===== src/hdl/coef_bank_pkg.sv =====
// Purpose: shared constants for coefficient bank selection control
// Assumes: 25 MHz control clock, control register reached through the serial control port decoder
// Notes: bank codes are 0 = bank 1, 1 = bank 2, 2 = bank 3
package coef_bank_pkg;
    localparam logic [7:0] BANK_CTRL_OFFSET = 8'h40;
    localparam logic [31:0] BANK_CTRL_RESET = 32'h0000_FF00;
    // field positions of coefficient_bank_control
    localparam int SEL_LSB = 16;
    localparam int SEL_W = 3;
    localparam int BANK1_RATES_LSB = 8;
    localparam int BANK2_RATES_LSB = 0;
    localparam int RATES_W = 8;
    localparam logic [31:0] BANK_CTRL_USED_MASK = 32'h0007_FFFF;
    // bank-selection field values
    localparam logic [2:0] SEL_MANUAL_B1 = 3'h0;
    localparam logic [2:0] SEL_MANUAL_B2 = 3'h1;
    localparam logic [2:0] SEL_MANUAL_B3 = 3'h2;
    localparam logic [2:0] SEL_AUTO = 3'h3;
    localparam logic [2:0] SEL_SET_B1 = 3'h4;
    localparam logic [2:0] SEL_SET_B2 = 3'h5;
    localparam logic [2:0] SEL_SET_B3 = 3'h6;
    localparam logic [1:0] BANK1 = 2'h0;
    localparam logic [1:0] BANK2 = 2'h1;
    localparam logic [1:0] BANK3 = 2'h2;
    // bank-related coefficient subaddresses
    localparam logic [7:0] BIQUAD_FIRST = 8'h51;
    localparam logic [7:0] BIQUAD_LAST = 8'h88;
    localparam logic [7:0] LOUDNESS_BIQUAD = 8'h95;
    localparam logic [7:0] DRC1_ENERGY = 8'h98;
    localparam logic [7:0] DRC1_TIMING = 8'h9C;
    localparam logic [7:0] DRC2_ENERGY = 8'h9D;
    localparam logic [7:0] DRC2_TIMING = 8'hA1;
    localparam logic [7:0] BASS_SET = 8'hDA;
    localparam logic [7:0] TREBLE_SET = 8'hDC;
    // quiet period after a bank switch starts
    localparam int CLK_HZ = 25_000_000;
    localparam int QUIET_MS = 186;
    localparam int QUIET_CYCLES = QUIET_MS * (CLK_HZ / 1000);
    localparam int QUIET_CNT_W = 23;
endpackage


===== src/hdl/bank_rate_select.sv =====
// Purpose: picks the bank associated with a detected data rate
// Assumes: rate code 0..7 indexes the rate mask bits from the top bit down
// Notes: purely combinational
`timescale 1ns/1ns
module bank_rate_select #(
    parameter int RATES_W = coef_bank_pkg::RATES_W
) (
    input wire logic [2:0] rate_code,
    input wire logic [RATES_W-1:0] bank1_rates,
    input wire logic [RATES_W-1:0] bank2_rates,
    output logic [1:0] rate_bank
);
    wire [2:0] bit_idx = 3'(RATES_W - 1) - rate_code;
    wire in_bank1 = bank1_rates[bit_idx];
    wire in_bank2 = bank2_rates[bit_idx];

    // bank 1 checked first, then bank 2, anything else lands in bank 3
    assign rate_bank = in_bank1 ? coef_bank_pkg::BANK1 :
                       in_bank2 ? coef_bank_pkg::BANK2 : coef_bank_pkg::BANK3;
endmodule


===== src/hdl/coef_bank_ctrl.sv =====
// Purpose: bank control register, manual/automatic bank switching and bank-set mode
// Assumes: control port decoder delivers one-cycle write strobes with subaddress and data
// Notes: mute/unmute ramps are run outside and acknowledged by done pulses
`timescale 1ns/1ns

// Behaviour
// - writing 4, 5 or 6 to the bank-selection field enters bank-set mode aimed at bank 1, 2 or 3.
// - in bank-set mode tone, EQ, dynamics and loudness coefficient writes are accepted for the aimed bank.
// - while bank-set mode is active no new manual or automatic bank switch starts; one already under way still completes.
// - entering bank-set mode leaves the active bank used for audio untouched.
// - entered from automatic mode, a clock error or rate change cannot disturb a coefficient write.
// - writing 3 to the bank-selection field at offset 0x40 selects switching by detected rate.
// - in automatic mode a new sample rate activates its associated bank without host action.
// - in automatic mode a rate tied to neither bank 1 nor bank 2 selects bank 3.
// - field values 0, 1 and 2 manually select bank 1, 2 and 3.
// - a detected rate is checked against bank 1 first, then bank 2, otherwise bank 3 is used.
// - after reset the control is manual with bank 1 active.
// - a switch made while audio streams is wrapped in a mute ramp before and an unmute ramp after.
module coef_bank_ctrl #(
    parameter int QUIET_CYCLES = coef_bank_pkg::QUIET_CYCLES,
    parameter int COEF_W = 32
) (
    input wire logic mclk,
    input wire logic reset_n,
    input wire logic reg_wr_en,
    input wire logic [7:0] reg_addr,
    input wire logic [31:0] reg_wdata,
    output logic [31:0] reg_rd_data_q,
    input wire logic coef_wr_en,
    input wire logic [COEF_W-1:0] coef_wr_data,
    input wire logic [2:0] rate_code,
    input wire logic rate_change,
    input wire logic audio_streaming,
    input wire logic mute_done,
    input wire logic unmute_done,
    output logic [1:0] active_bank_q,
    output logic bank_set_mode_q,
    output logic auto_mode_q,
    output logic mute_req_q,
    output logic unmute_req_q,
    output logic switch_busy_q,
    output logic coef_out_en_q,
    output logic [1:0] coef_out_bank_q,
    output logic [7:0] coef_out_addr_q,
    output logic [COEF_W-1:0] coef_out_data_q
);
    typedef enum logic [2:0] {ST_IDLE, ST_MUTE, ST_SWITCH, ST_UNMUTE, ST_QUIET} sw_state_e;

    function automatic logic is_bank_coef(input logic [7:0] a);
        is_bank_coef = (a >= coef_bank_pkg::BIQUAD_FIRST && a <= coef_bank_pkg::BIQUAD_LAST) ||
                       a == coef_bank_pkg::LOUDNESS_BIQUAD || a == coef_bank_pkg::DRC1_ENERGY ||
                       a == coef_bank_pkg::DRC1_TIMING || a == coef_bank_pkg::DRC2_ENERGY ||
                       a == coef_bank_pkg::DRC2_TIMING || a == coef_bank_pkg::BASS_SET ||
                       a == coef_bank_pkg::TREBLE_SET;
    endfunction

    logic [31:0] ctrl_q;
    logic [31:0] ctrl_d;
    sw_state_e state_q;
    sw_state_e state_d;
    logic [1:0] target_q;
    logic [1:0] target_d;
    logic rate_pend_q;
    logic rate_pend_d;
    logic [coef_bank_pkg::QUIET_CNT_W-1:0] quiet_cnt_q;
    logic [coef_bank_pkg::QUIET_CNT_W-1:0] quiet_cnt_d;
    logic [1:0] active_bank_d;
    logic [1:0] rate_bank;

    ////////////////////////////////////////////////////////////////////////////////
    // register decode

    wire ctrl_hit = reg_addr == coef_bank_pkg::BANK_CTRL_OFFSET;
    wire ctrl_wr = reg_wr_en && ctrl_hit;
    wire [2:0] sel = ctrl_q[coef_bank_pkg::SEL_LSB +: coef_bank_pkg::SEL_W];
    wire [2:0] wsel = reg_wdata[coef_bank_pkg::SEL_LSB +: coef_bank_pkg::SEL_W];
    wire [7:0] bank1_rates = ctrl_q[coef_bank_pkg::BANK1_RATES_LSB +: coef_bank_pkg::RATES_W];
    wire [7:0] bank2_rates = ctrl_q[coef_bank_pkg::BANK2_RATES_LSB +: coef_bank_pkg::RATES_W];
    wire sel_manual = sel <= coef_bank_pkg::SEL_MANUAL_B3;
    wire sel_auto = sel == coef_bank_pkg::SEL_AUTO;
    wire sel_set = sel >= coef_bank_pkg::SEL_SET_B1 && sel <= coef_bank_pkg::SEL_SET_B3;
    wire [1:0] manual_bank = sel[1:0];
    wire [1:0] set_bank = 2'(sel - coef_bank_pkg::SEL_SET_B1);
    wire wsel_auto = wsel == coef_bank_pkg::SEL_AUTO;

    // unused and reserved bits are not stored and read back as zero
    assign ctrl_d = ctrl_wr ? (reg_wdata & coef_bank_pkg::BANK_CTRL_USED_MASK) : ctrl_q;

    bank_rate_select #(
        .RATES_W(coef_bank_pkg::RATES_W)
    ) u_rate_sel (
        .rate_code(rate_code),
        .bank1_rates(bank1_rates),
        .bank2_rates(bank2_rates),
        .rate_bank(rate_bank)
    );

    ////////////////////////////////////////////////////////////////////////////////
    // switch request

    // a rate change seen during bank-set mode is held and acted on once automatic mode returns
    assign rate_pend_d = rate_change || (ctrl_wr && wsel_auto && !sel_auto) ||
                         (rate_pend_q && !(state_q == ST_IDLE && sel_auto));

    wire want_manual = sel_manual && manual_bank != active_bank_q;
    wire want_auto = sel_auto && rate_pend_q && rate_bank != active_bank_q;
    // bank-set mode blocks every new switch; a switch already under way still completes and sets the active bank
    wire start_switch = state_q == ST_IDLE && !sel_set && (want_manual || want_auto);
    wire [1:0] want_bank = sel_auto ? rate_bank : manual_bank;
    wire quiet_last = quiet_cnt_q == coef_bank_pkg::QUIET_CNT_W'(QUIET_CYCLES - 1);

    ////////////////////////////////////////////////////////////////////////////////
    // switch sequencer

    always_comb begin
        state_d = state_q;
        target_d = target_q;
        active_bank_d = active_bank_q;
        quiet_cnt_d = quiet_cnt_q;
        case (state_q)
            ST_IDLE: begin
                if (start_switch) begin
                    target_d = want_bank;
                    quiet_cnt_d = '0;
                    state_d = audio_streaming ? ST_MUTE : ST_SWITCH;
                end
            end
            ST_MUTE: begin
                if (mute_done) begin
                    state_d = ST_SWITCH;
                end
            end
            ST_SWITCH: begin
                active_bank_d = target_q;
                state_d = audio_streaming ? ST_UNMUTE : ST_QUIET;
            end
            ST_UNMUTE: begin
                if (unmute_done) begin
                    state_d = ST_QUIET;
                end
            end
            ST_QUIET: begin
                if (quiet_last) begin
                    state_d = ST_IDLE;
                end
            end
            default: begin
                state_d = ST_IDLE;
            end
        endcase
        // the quiet window counts from the start of the switch
        if (state_q != ST_IDLE && !quiet_last) begin
            quiet_cnt_d = quiet_cnt_q + 1'b1;
        end
    end

    ////////////////////////////////////////////////////////////////////////////////
    // coefficient write steering

    wire coef_bank_wr = coef_wr_en && is_bank_coef(reg_addr);
    // bank-set writes land in the aimed bank, otherwise in the bank in use
    wire [1:0] coef_bank = sel_set ? set_bank : active_bank_q;

    ////////////////////////////////////////////////////////////////////////////////
    // registers

    always_ff @(posedge mclk or negedge reset_n) begin
        if (!reset_n) begin
            ctrl_q <= coef_bank_pkg::BANK_CTRL_RESET;
            state_q <= ST_IDLE;
            target_q <= coef_bank_pkg::BANK1;
            active_bank_q <= coef_bank_pkg::BANK1;
            rate_pend_q <= 1'b0;
            quiet_cnt_q <= '0;
        end else begin
            ctrl_q <= ctrl_d;
            state_q <= state_d;
            target_q <= target_d;
            active_bank_q <= active_bank_d;
            rate_pend_q <= rate_pend_d;
            quiet_cnt_q <= quiet_cnt_d;
        end
    end

    always_ff @(posedge mclk or negedge reset_n) begin
        if (!reset_n) begin
            reg_rd_data_q <= 32'h0000_0000;
            bank_set_mode_q <= 1'b0;
            auto_mode_q <= 1'b0;
            mute_req_q <= 1'b0;
            unmute_req_q <= 1'b0;
            switch_busy_q <= 1'b0;
        end else begin
            reg_rd_data_q <= ctrl_hit ? ctrl_q : 32'h0000_0000;
            bank_set_mode_q <= sel_set;
            auto_mode_q <= sel_auto;
            mute_req_q <= state_d == ST_MUTE || state_d == ST_SWITCH && state_q == ST_MUTE;
            unmute_req_q <= state_d == ST_UNMUTE;
            switch_busy_q <= state_d != ST_IDLE;
        end
    end

    always_ff @(posedge mclk or negedge reset_n) begin
        if (!reset_n) begin
            coef_out_en_q <= 1'b0;
            coef_out_bank_q <= coef_bank_pkg::BANK1;
            coef_out_addr_q <= 8'h00;
            coef_out_data_q <= '0;
        end else begin
            coef_out_en_q <= coef_bank_wr;
            coef_out_bank_q <= coef_bank;
            coef_out_addr_q <= reg_addr;
            coef_out_data_q <= coef_wr_data;
        end
    end
endmodule


===== config.mk =====
export PLATFORM = sky130hd
export DESIGN_NAME = coef_bank_ctrl
export DESIGN_NICKNAME = d
export VERILOG_FILES = /design/src/hdl/coef_bank_pkg.sv /design/src/hdl/bank_rate_select.sv /design/src/hdl/coef_bank_ctrl.sv
export SDC_FILE = /design/constraint.sdc
export NUM_CORES = 1
export LEC_CHECK = 0
export BUFFER_PORTS_ARGS = -buffer_cell sky130_fd_sc_hd__buf_2
export CORE_MARGIN = 2
export CORE_UTILIZATION = 41
export DETAILED_ROUTE_END_ITERATION = 12
export PLACE_DENSITY = 0.68
export SLEW_MARGIN = 20
export SYNTH_ARGS = -nofsm -noshare
export SYNTH_HDL_FRONTEND = slang
export SYNTH_SLANG_ARGS = --single-unit

===== constraint.sdc =====
create_clock -name mclk -period 2.8 [get_ports mclk]
set_input_delay 0.28 -clock mclk [delete_from_list [all_inputs] [get_ports mclk]]
set_output_delay 0.28 -clock mclk [all_outputs]
set_load 0.01 [all_outputs]

After elaboration in Yosys (flattened, before gate mapping)
Cells that the tools add are included.
- add/subtract/negate cells: 3
- bitwise logic cells: 0
- equal/unequal tests: 20
- muxes and demuxes: 19
- multipliers: 0
- order comparisons: 6
- shift operators: 0
- reduce and logical (&&, ||, !) cells: 37
- div/mod/pow operators: 0
- operators by type and width (operator ; number):
    2-to-1 mux 23 bit ; 3
    equality test 8 bit (second input constant) ; 7
    adder 23 x 1 -> 23 bit (second input constant) ; 1
    equality test 23 bit (second input constant) ; 1
    2-to-1 mux 19 bit ; 1
    equality test 3 x 2 -> 1 bit (second input constant) ; 6
    logical AND 1 bit ; 15
    2-to-1 mux 3 bit ; 5
    case mux 3 bit (5 select lines) ; 1
    logical OR 1 bit ; 11
    2-to-1 mux 2 bit ; 5
    equality test 8 x 7 -> 1 bit (second input constant) ; 1
    greater-or-equal comparator 8 x 7 -> 1 bit (second input constant) ; 1
    <= comparator 8 bit (second input constant) ; 1
    binary-select mux 1 bit (select 3 bit) ; 2
    equality test 3 x 1 -> 1 bit (second input constant) ; 2
    nonzero test 3 bit ; 2
    zero test 1 bit ; 4
    less-than comparator 3 x 4 -> 1 bit (second input constant) ; 1
    inequality test 2 bit ; 2
    AND reduction 2 bit ; 2
    nonzero test 2 bit ; 2
    equality test 3 bit (second input constant) ; 1
    greater-or-equal comparator 3 bit (second input constant) ; 1
    other kinds (6) ; 7
- register bits after elaboration: 117
- bits in latches: 0
- output and inout port bits: 82
- RAM bits: 0
- word-level logic and storage cells: 101
- ROM bits: 0
- bits of input ports: 83
- memories kept: 0

Longest topological paths before layout
Gate-level depths: netlist of run 1.
- word-level depth: 14
- gate-level depth with buffers: 8
- mapped depth without buffers: 7

Cells and area by module
A second synthesis of run 1 with hierarchy kept.
- cell total of the unflattened synthesis: 350
- area total of the unflattened synthesis: 4603.2 µm²
- modules (own cells, without submodules) (module ; seq. area each (µm²) ; cells an instance ; instances ; area each (µm²)):
    coef_bank_ctrl ; 2937.8 ; 342 ; 1 ; 4475.5
    bank_rate_select ; 0.0 ; 8 ; 1 ; 127.6

Worst setup path before layout of run 1
No wires, ideal clock.
- kind: input to register
- start point: input port rate_code[1]
- end point: register target_q[0]
- slack: 0.549 ns
- arrival time: 2.127 ns
- buffers on the path: 1
- stages: 7
- path through: buf_6 -> mux2_4 -> or4b_1 -> o2111a_1 -> mux2i_2 -> a21boi_2 -> mux2_2
- longest elaborated chain between the ends: 10
- elaborated cells on any way between the ends: 13
- those cells by class: add/sub (1); eq/ne (1); mux (7); reduce/logical (4)
- RTL lines (element ; RTL line ; source):
    start, declared ; coef_bank_ctrl.sv:31 ; input wire logic [2:0] rate_code,
    subtractor 3 bit (*) ; bank_rate_select.sv:13 ; wire [2:0] bit_idx = 3'(RATES_W - 1) - rate_code;
    binary-select mux 1 bit (select 3 bit) ; bank_rate_select.sv:15 ; wire in_bank2 = bank2_rates[bit_idx];
    2-to-1 mux 1 bit (not written as such) ; bank_rate_select.sv:15 ;
    2-to-1 mux 2 bit ; bank_rate_select.sv:19 ; in_bank2 ? coef_bank_pkg::BANK2 : coef_bank_pkg::BANK3;
    2-to-1 mux 2 bit (*) ; bank_rate_select.sv:18 ; assign rate_bank = in_bank1 ? coef_bank_pkg::BANK1 :
    inequality test 2 bit ; coef_bank_ctrl.sv:106 ; wire want_auto = sel_auto && rate_pend_q && rate_bank != active_bank_q;
    logical AND 1 bit ; coef_bank_ctrl.sv:106 ;
    logical OR 1 bit ; coef_bank_ctrl.sv:108 ; wire start_switch = state_q == ST_IDLE && !sel_set && (want_manual || want_auto);
    logical AND 1 bit ; coef_bank_ctrl.sv:108 ;
    AND reduction 2 bit (no line) ; n/a ;
    end signal, assigned ; coef_bank_ctrl.sv:171 ; target_q <= coef_bank_pkg::BANK1;
    end signal, assigned ; coef_bank_ctrl.sv:178 ; target_q <= target_d;
    end, declared ; coef_bank_ctrl.sv:61 ; logic [1:0] target_q;
Mark *: on every way between the ends. The rest lies on a longest branch, timed or not. The select of a mux whose other input is x is not followed.
A chain may end at the register's enable or synchronous reset.

Worst setup path after layout of run 1
- start point: register ctrl_q[6]
- end point: register target_q[0]
- longest elaborated chain between the ends: 9
- elaborated cells on any way between the ends: 10
- those cells by class: eq/ne (1); mux (5); reduce/logical (4)
- RTL lines (element ; RTL line ; source):
    start, declared ; coef_bank_ctrl.sv:57 ; logic [31:0] ctrl_q;
    start signal, assigned ; coef_bank_ctrl.sv:169 ; ctrl_q <= coef_bank_pkg::BANK_CTRL_RESET;
    start signal, assigned ; coef_bank_ctrl.sv:176 ; ctrl_q <= ctrl_d;
    binary-select mux 1 bit (select 3 bit) (*) ; bank_rate_select.sv:15 ;
    2-to-1 mux 1 bit (not written as such) (*) ; bank_rate_select.sv:15 ;
    2-to-1 mux 2 bit (*) ; bank_rate_select.sv:19 ;
    2-to-1 mux 2 bit (*) ; bank_rate_select.sv:18 ;
    inequality test 2 bit ; coef_bank_ctrl.sv:106 ;
    logical AND 1 bit ; coef_bank_ctrl.sv:106 ;
    logical OR 1 bit ; coef_bank_ctrl.sv:108 ;
    logical AND 1 bit ; coef_bank_ctrl.sv:108 ;
    AND reduction 2 bit (no line) ; n/a ;
Marks and branches as above.

==> results.json, run 1 <==
{
  "outcome": "complete, no violations",
  "maxSlewViolCount": 0,
  "holdPathEnd": "coef_out_addr_q[1]",
  "synth-async-reset-ratio_pct": 100,
  "clkTransAtPathRegs_ps": 60,
  "dp_hpwl_um": 7300,
  "post_drt_wl_per_cell_um": 14.8,
  "synth_commonest_cells": "dfrtp_1, nor2_1, mux2_2, and2_1, nand2_1",
  "hold_buffers": 34,
  "yosysMostFrequentCell": "dfrtp_1",
  "min_path_cells": 1,
  "synth-seq-area-share_pct": 62.8,
  "post_cts_resized": 0,
  "synth-simple-area-share_pct": 16.0,
  "synthCells": 377,
  "period_share_pct": 88.2,
  "slew_headroom_pct": 44.1,
  "max-clock-path-buffers": 2,
  "worstPathMaxFanout": 9,
  "pwr_density_cell_mw_per_mm2": 765,
  "p_leak_nw": 3.21,
  "hold_viol_final": 0,
  "synthToLayoutAreaGrowth_pct": 39.4,
  "synth_top_family_by_area": "simple AND/OR/NAND/NOR gates",
  "vias_per_cell": 4.84,
  "design.die.area_mm2": 0.0123,
  "grt_pass1_vias": 3576,
  "synthMuxAreaShare_pct": 8.03,
  "grt_usage_pct": 18.2,
  "synth_top_area_share_pct": 58.3,
  "grt_setup_unrepaired": "no",
  "cp.required_ps": 3080,
  "io_buffers": 138,
  "combPwrFrac_pct": 13.7,
  "pwr-share-seq_pct": 38.4,
  "insertion_delay_ps": 410,
  "worstHoldStart": "reg_addr[1]",
  "max_freq_mhz": 405,
  "tritoncts": "yes",
  "syn_area_per_cell_um2": 12.4,
  "grt_pass1_wl_um": 17500,
  "overflow": 0,
  "placed_area_mm2": 0.00551,
  "diodes": 0,
  "die_y_um": 111,
  "rr_worst_depth": 6,
  "min_period_ps": 2470,
  "remaining_drc_errors": 0,
  "rows": 39,
  "cts_setup_buffers": 0,
  "yosysWarnings": 0,
  "first_iter_violations": 119,
  "tns_ps": 0,
  "switching_share_pct": 24.0,
  "fin_worst_skew_ps": 5.23,
  "cts_buffers": 17,
  "yosys.area_share.adder_pct": 0.268,
  "synth_compound_area_share_pct": 6.05,
  "antenna_found_initial": 0,
  "layout-drive-gt1-share_pct": 37.7,
  "mappedNetlistArea_mm2": 0.00468,
  "r2r-end": "target_q[0]",
  "regToRegStartpoint": "ctrl_q[6]",
  "worstPathArrival_ps": 2750,
  "drt_first_pass_iters": 6,
  "start_util_pct": 41.5,
  "ant_nets": 0,
  "cts_sinks": 117,
  "ir_drop_uv": 716,
  "cts_htree_levels": 4,
  "worst_slew_pin_slew_ps": 839,
  "setup_viol": 0,
  "p_int_mw": 3.79,
  "synth-xor-area-share_pct": 2.62,
  "synth_cell_types": 57,
  "wl_um": 10600,
  "hold_class": "in2reg",
  "core_area_mm2": 0.0113,
  "start_kind": "register",
  "final_area_mm2": 0.00652,
  "synth_area_leaders": "dfrtp_1, mux2_2, dfstp_2",
  "end_kind": "register",
  "critical_path_class": "reg2reg",
  "drv_cap": 0,
  "vias": 3480,
  "die_w_um": 111,
  "rrSetupSlack_ps": 330,
  "ios": 165,
  "synth-edff-count": 0,
  "grt_max_degree": 65,
  "synth_top_area_cell": "dfrtp_1",
  "pwr-share-clk_pct": 47.9,
  "cts_root_buffer": "clkbuf_16",
  "gp_congestion": 0.792,
  "p_sw_mw": 1.20,
  "synth-main-ff-cell": "dfrtp_1",
  "fin_nets": 647,
  "synth-seq-cells": 117
}
## power groups by stage
stage / combinational, mW / clock (mW) / sequential, mW
floorplan: 0.387 / 0 / 1.95
global placement: 0.635 / 0 / 1.94
finish: 0.684 / 2.39 / 1.92
CTS: 0.694 / 2.44 / 1.92
global route: 0.777 / 2.52 / 1.93
detailed placement: 0.652 / 0 / 1.94
## worst max-delay path by stage
stage / end / depth (start not counted) / start / slack, ps
floorplan: target_q[0] / 7 / rate_code[1] / 550
global placement: target_q[0] / 7 / rate_code[1] / 210
detailed placement: quiet_cnt_q[19] / 8 / rate_code[1] / 150
CTS: target_q[0] / 6 / ctrl_q[1] / 300
global route: target_q[0] / 6 / ctrl_q[1] / 200
finish: target_q[0] / 6 / ctrl_q[6] / 330
## critical path, stage by stage (launching register included)
cell and delay, ps:
dfrtp_1 400, mux2_4 280, or4bb_1 490, o2111a_1 200
mux2i_2 170, a21boi_2 400, mux2_2 400
## registers in the layout (all words and copies together) (netlist names)
name             flops
state_q              3
bank_set_mode_q      1
coef_out_en_q        1
coef_out_bank_q      2
target_q             2
switch_busy_q        1
ctrl_q              19
coef_out_data_q     32
auto_mode_q          1
coef_out_addr_q      8
reg_rd_data_q       19
active_bank_q        2
mute_req_q           1
rate_pend_q          1
quiet_cnt_q         23
unmute_req_q         1
## placed cells by master, fill, tap and decap left out, drive strengths merged, types with 10 or more instances in the layout
cell type / Yosys / final
xnor2: 12 / 12
dlygate4sd3: 0 / 34
and2: 20 / 20
nand2: 15 / 15
inv: 9 / 10
o21ai: 17 / 17
buf: 18 / 146
conb: 1 / 13
dfrtp: 109 / 109
nor2: 27 / 27
clkbuf: 7 / 20
nand3: 11 / 11
mux2: 27 / 27
## cell type report
cell class / instances / area [µm²]
well taps: 143 / 179
repair buffers: 180 / 1110
inverters: 9 / 33.8
clock buffers: 20 / 467
clock inverters: 12 / 199
flip-flops and latches: 117 / 2940
multi-input cells: 238 / 1600
fillers: 944 / 4750
## through the flow
stage	total power, mW	cells	hold WS [ps]	util (%)	setup slack, ps
after floorplan	2.34	389	-15.6	-	549
after CTS	5.06	719	9.89	57.8	298
final	4.99	719	28.0	57.8	330
after detailed placement	2.60	653	390	48.9	148
after global routing	5.23	719	18.8	57.8	202
after global placement	2.57	653	390	48.9	212
## cells by family (layout without fill, tap and decap cells)
kind of cell / Yosys count / in the layout
mux: 33 / 33
simple gates: 132 / 132
compound gates: 45 / 45
other cells: 1 / 13
fa+ha+maj: 1 / 1
xor+xnor: 14 / 14
flops: 117 / 117
buf+inv: 34 / 221
## per-layer routing
layer | global-route usage (%) | part of all wire, % | wire, µm
met2 | 28.8 | 48 | 5140
met3 | 7.16 | 7.5 | 795
met5 | 0 | 0 | 0
met1 | 22.2 | 42 | 4490
met4 | 7.50 | 2.0 | 217
No activity file was read; power rests on OpenSTA's default activity.
==> run 2, diff against run 1 <==
--- a/config.mk
+++ b/config.mk
@@ -9,6 +9,8 @@
 export CORE_MARGIN = 2
 export CORE_UTILIZATION = 41
 export DETAILED_ROUTE_END_ITERATION = 12
+export HOLD_SLACK_MARGIN = 0.15
+export MAX_ROUTING_LAYER = met4
 export PLACE_DENSITY = 0.68
 export SLEW_MARGIN = 20
 export SYNTH_ARGS = -nofsm -noshare
==> results.json, run 2 (synthesis gave the netlist of run 1 again) <==
{
  "hold_class": "in2reg",
  "first_iter_violations": 191,
  "cp-endpoint": "target_q[0]",
  "mostFrequentLayoutCell": "buf_2",
  "clkTransAtPathRegs_ps": 60,
  "post_drt_wl_per_cell_um": 14.7,
  "path_buf_inv": 0,
  "design.die.area_mm2": 0.0123,
  "grt_pass1_vias": 3737,
  "max-clock-path-buffers": 2,
  "hold_viol_final": 0,
  "fin_nets": 677,
  "cp_slowest_cell": "or4bb_1",
  "cts_setup_buffers": 0,
  "drt_first_pass_iters": 4,
  "cts_buffers": 17,
  "vias": 3612,
  "grt_usage_pct": 19.3,
  "startpoint": "ctrl_q[6]",
  "reg_top3": "coef_out_data_q (32), quiet_cnt_q (23)",
  "pwr_density_cell_mw_per_mm2": 736,
  "setup_viol": 0,
  "p_int_mw": 3.82,
  "worst-path-stages": 6,
  "slew_headroom_pct": 44.5,
  "insertion_delay_ps": 400,
  "die_w_um": 111,
  "tritoncts": "yes",
  "layout-drive-gt1-share_pct": 35.8,
  "ios": 165,
  "outcome": "complete, no violations",
  "worstHoldStart": "unmute_done",
  "ir_drop_uv": 718,
  "rows": 39,
  "tns_ps": 0,
  "max_freq_mhz": 404,
  "cts_root_buffer": "clkbuf_16",
  "synthToLayoutAreaGrowth_pct": 45.8,
  "dp.cells": 653,
  "grt_setup_unrepaired": "no",
  "remaining_drc_errors": 0,
  "pwr-share-clk_pct": 47.5,
  "wl_um": 11000,
  "path_cells": "mux2_4 > or4bb_1 > o2111a_1 > mux2i_2 > a21boi_2 > mux2_2",
  "p_sw_mw": 1.20,
  "rrSetupSlack_ps": 320,
  "core_area_mm2": 0.0113,
  "most-common-layout-cells": "buf_2, dfrtp_1, dlygate4sd3_1",
  "largest_register_ffs": 32,
  "ant_nets": 0,
  "holdWs_ps": 216,
  "worstPathMaxFanout": 9,
  "dp_hpwl_um": 7300,
  "cts_sinks": 117,
  "antenna_found_initial": 0,
  "die_y_um": 111,
  "end_kind": "register",
  "cp.required_ps": 3080,
  "regToRegStartpoint": "ctrl_q[6]",
  "stdcell_count": 749,
  "fin_worst_skew_ps": 7.14,
  "period_share_pct": 88.5,
  "drv_cap": 0,
  "start_kind": "register",
  "diodes": 0,
  "switching_share_pct": 23.9,
  "combPwrFrac_pct": 14.3,
  "cts_htree_levels": 4,
  "largest_register": "coef_out_data_q",
  "grt_max_degree": 65,
  "critical_path_class": "reg2reg",
  "min_period_ps": 2480,
  "rr_worst_depth": 6,
  "min_path_cells": 3,
  "gp_congestion": 0.803,
  "grt_pass1_wl_um": 18100,
  "pwr-share-seq_pct": 38.2,
  "start_util_pct": 41.5,
  "finish.utilization_pct": 60.5,
  "io_buffers": 138,
  "worst_slew_pin_slew_ps": 833,
  "r2r-end": "target_q[0]",
  "cpPeakStageDelay_ps": 490,
  "vias_per_cell": 4.82,
  "maxSlewViolCount": 0,
  "crit_family": "multiplexers",
  "p_leak_nw": 3.33,
  "post_cts_resized": 0,
  "worstPathArrival_ps": 2760,
  "overflow": 0
}
run 2: cell count changes in the layout (fill, tap and decap cells not counted):
cell           before  now
dlygate4sd3_1      34   64
run 2: what timing repair did:
action                                  CTS  global route
hold endpoints to repair                118             0
endpoints found under the setup margin    0             0
hold buffers                             64             0
run 2: tightest hold or removal path: stages:
cell and delay, ps:
buf_2 70, mux2i_1 70, o22ai_1 140
run 2: how the worst min path moves through the flow:
stage	to
2_1_floorplan	active_bank_q[0]
3_3_place_gp	coef_out_data_q[5]
3_5_place_dp	coef_out_data_q[3]
4_1_cts	state_q[2]
5_1_grt	state_q[2]
6_report	state_q[2]
run 2: layout make-up:
cell class                      instances  area [µm²]
Tap cell                              143         179
Multi-Input combinational cell        238        1600
Timing Repair Buffer                  210        1410
Sequential cell                       117        2940
Fill cell                             903        4450
Inverter                                9        33.8
Clock buffer                           20         467
Clock inverter                         12         199
run 2: metrics by stage:
| step | power, mW | worst slack, ps | cell area [µm²] |
|---|---|---|---|
| after floorplan | 2.34 | 549 | 4720 |
| after global placement | 2.57 | 212 | 5510 |
| after detailed placement | 2.60 | 148 | 5510 |
| after CTS | 5.09 | 298 | 6820 |
| after global routing | 5.26 | 202 | 6820 |
| final | 5.02 | 322 | 6820 |
run 2: power groups by stage:
| stage | Sequential [mW] | Clock (mW) | Combinational [mW] |
|---|---|---|---|
| 6_report | 1.92 | 2.39 | 0.717 |
| 5_1_grt | 1.93 | 2.52 | 0.812 |
| 3_3_place_gp | 1.94 | 0 | 0.635 |
| 3_5_place_dp | 1.94 | 0 | 0.652 |
| 4_1_cts | 1.92 | 2.44 | 0.727 |
| 2_1_floorplan | 1.95 | 0 | 0.387 |
run 2: routing by layer:
layer / vias up / GRT usage, % / wire length, µm
met5: - / - / 0
met4: 0 / 7.50 / 193
met3: 16 / 5.90 / 642
met2: 131 / 31.0 / 5510
met1: 1733 / 22.8 / 4680
li1: 1732 / - / -
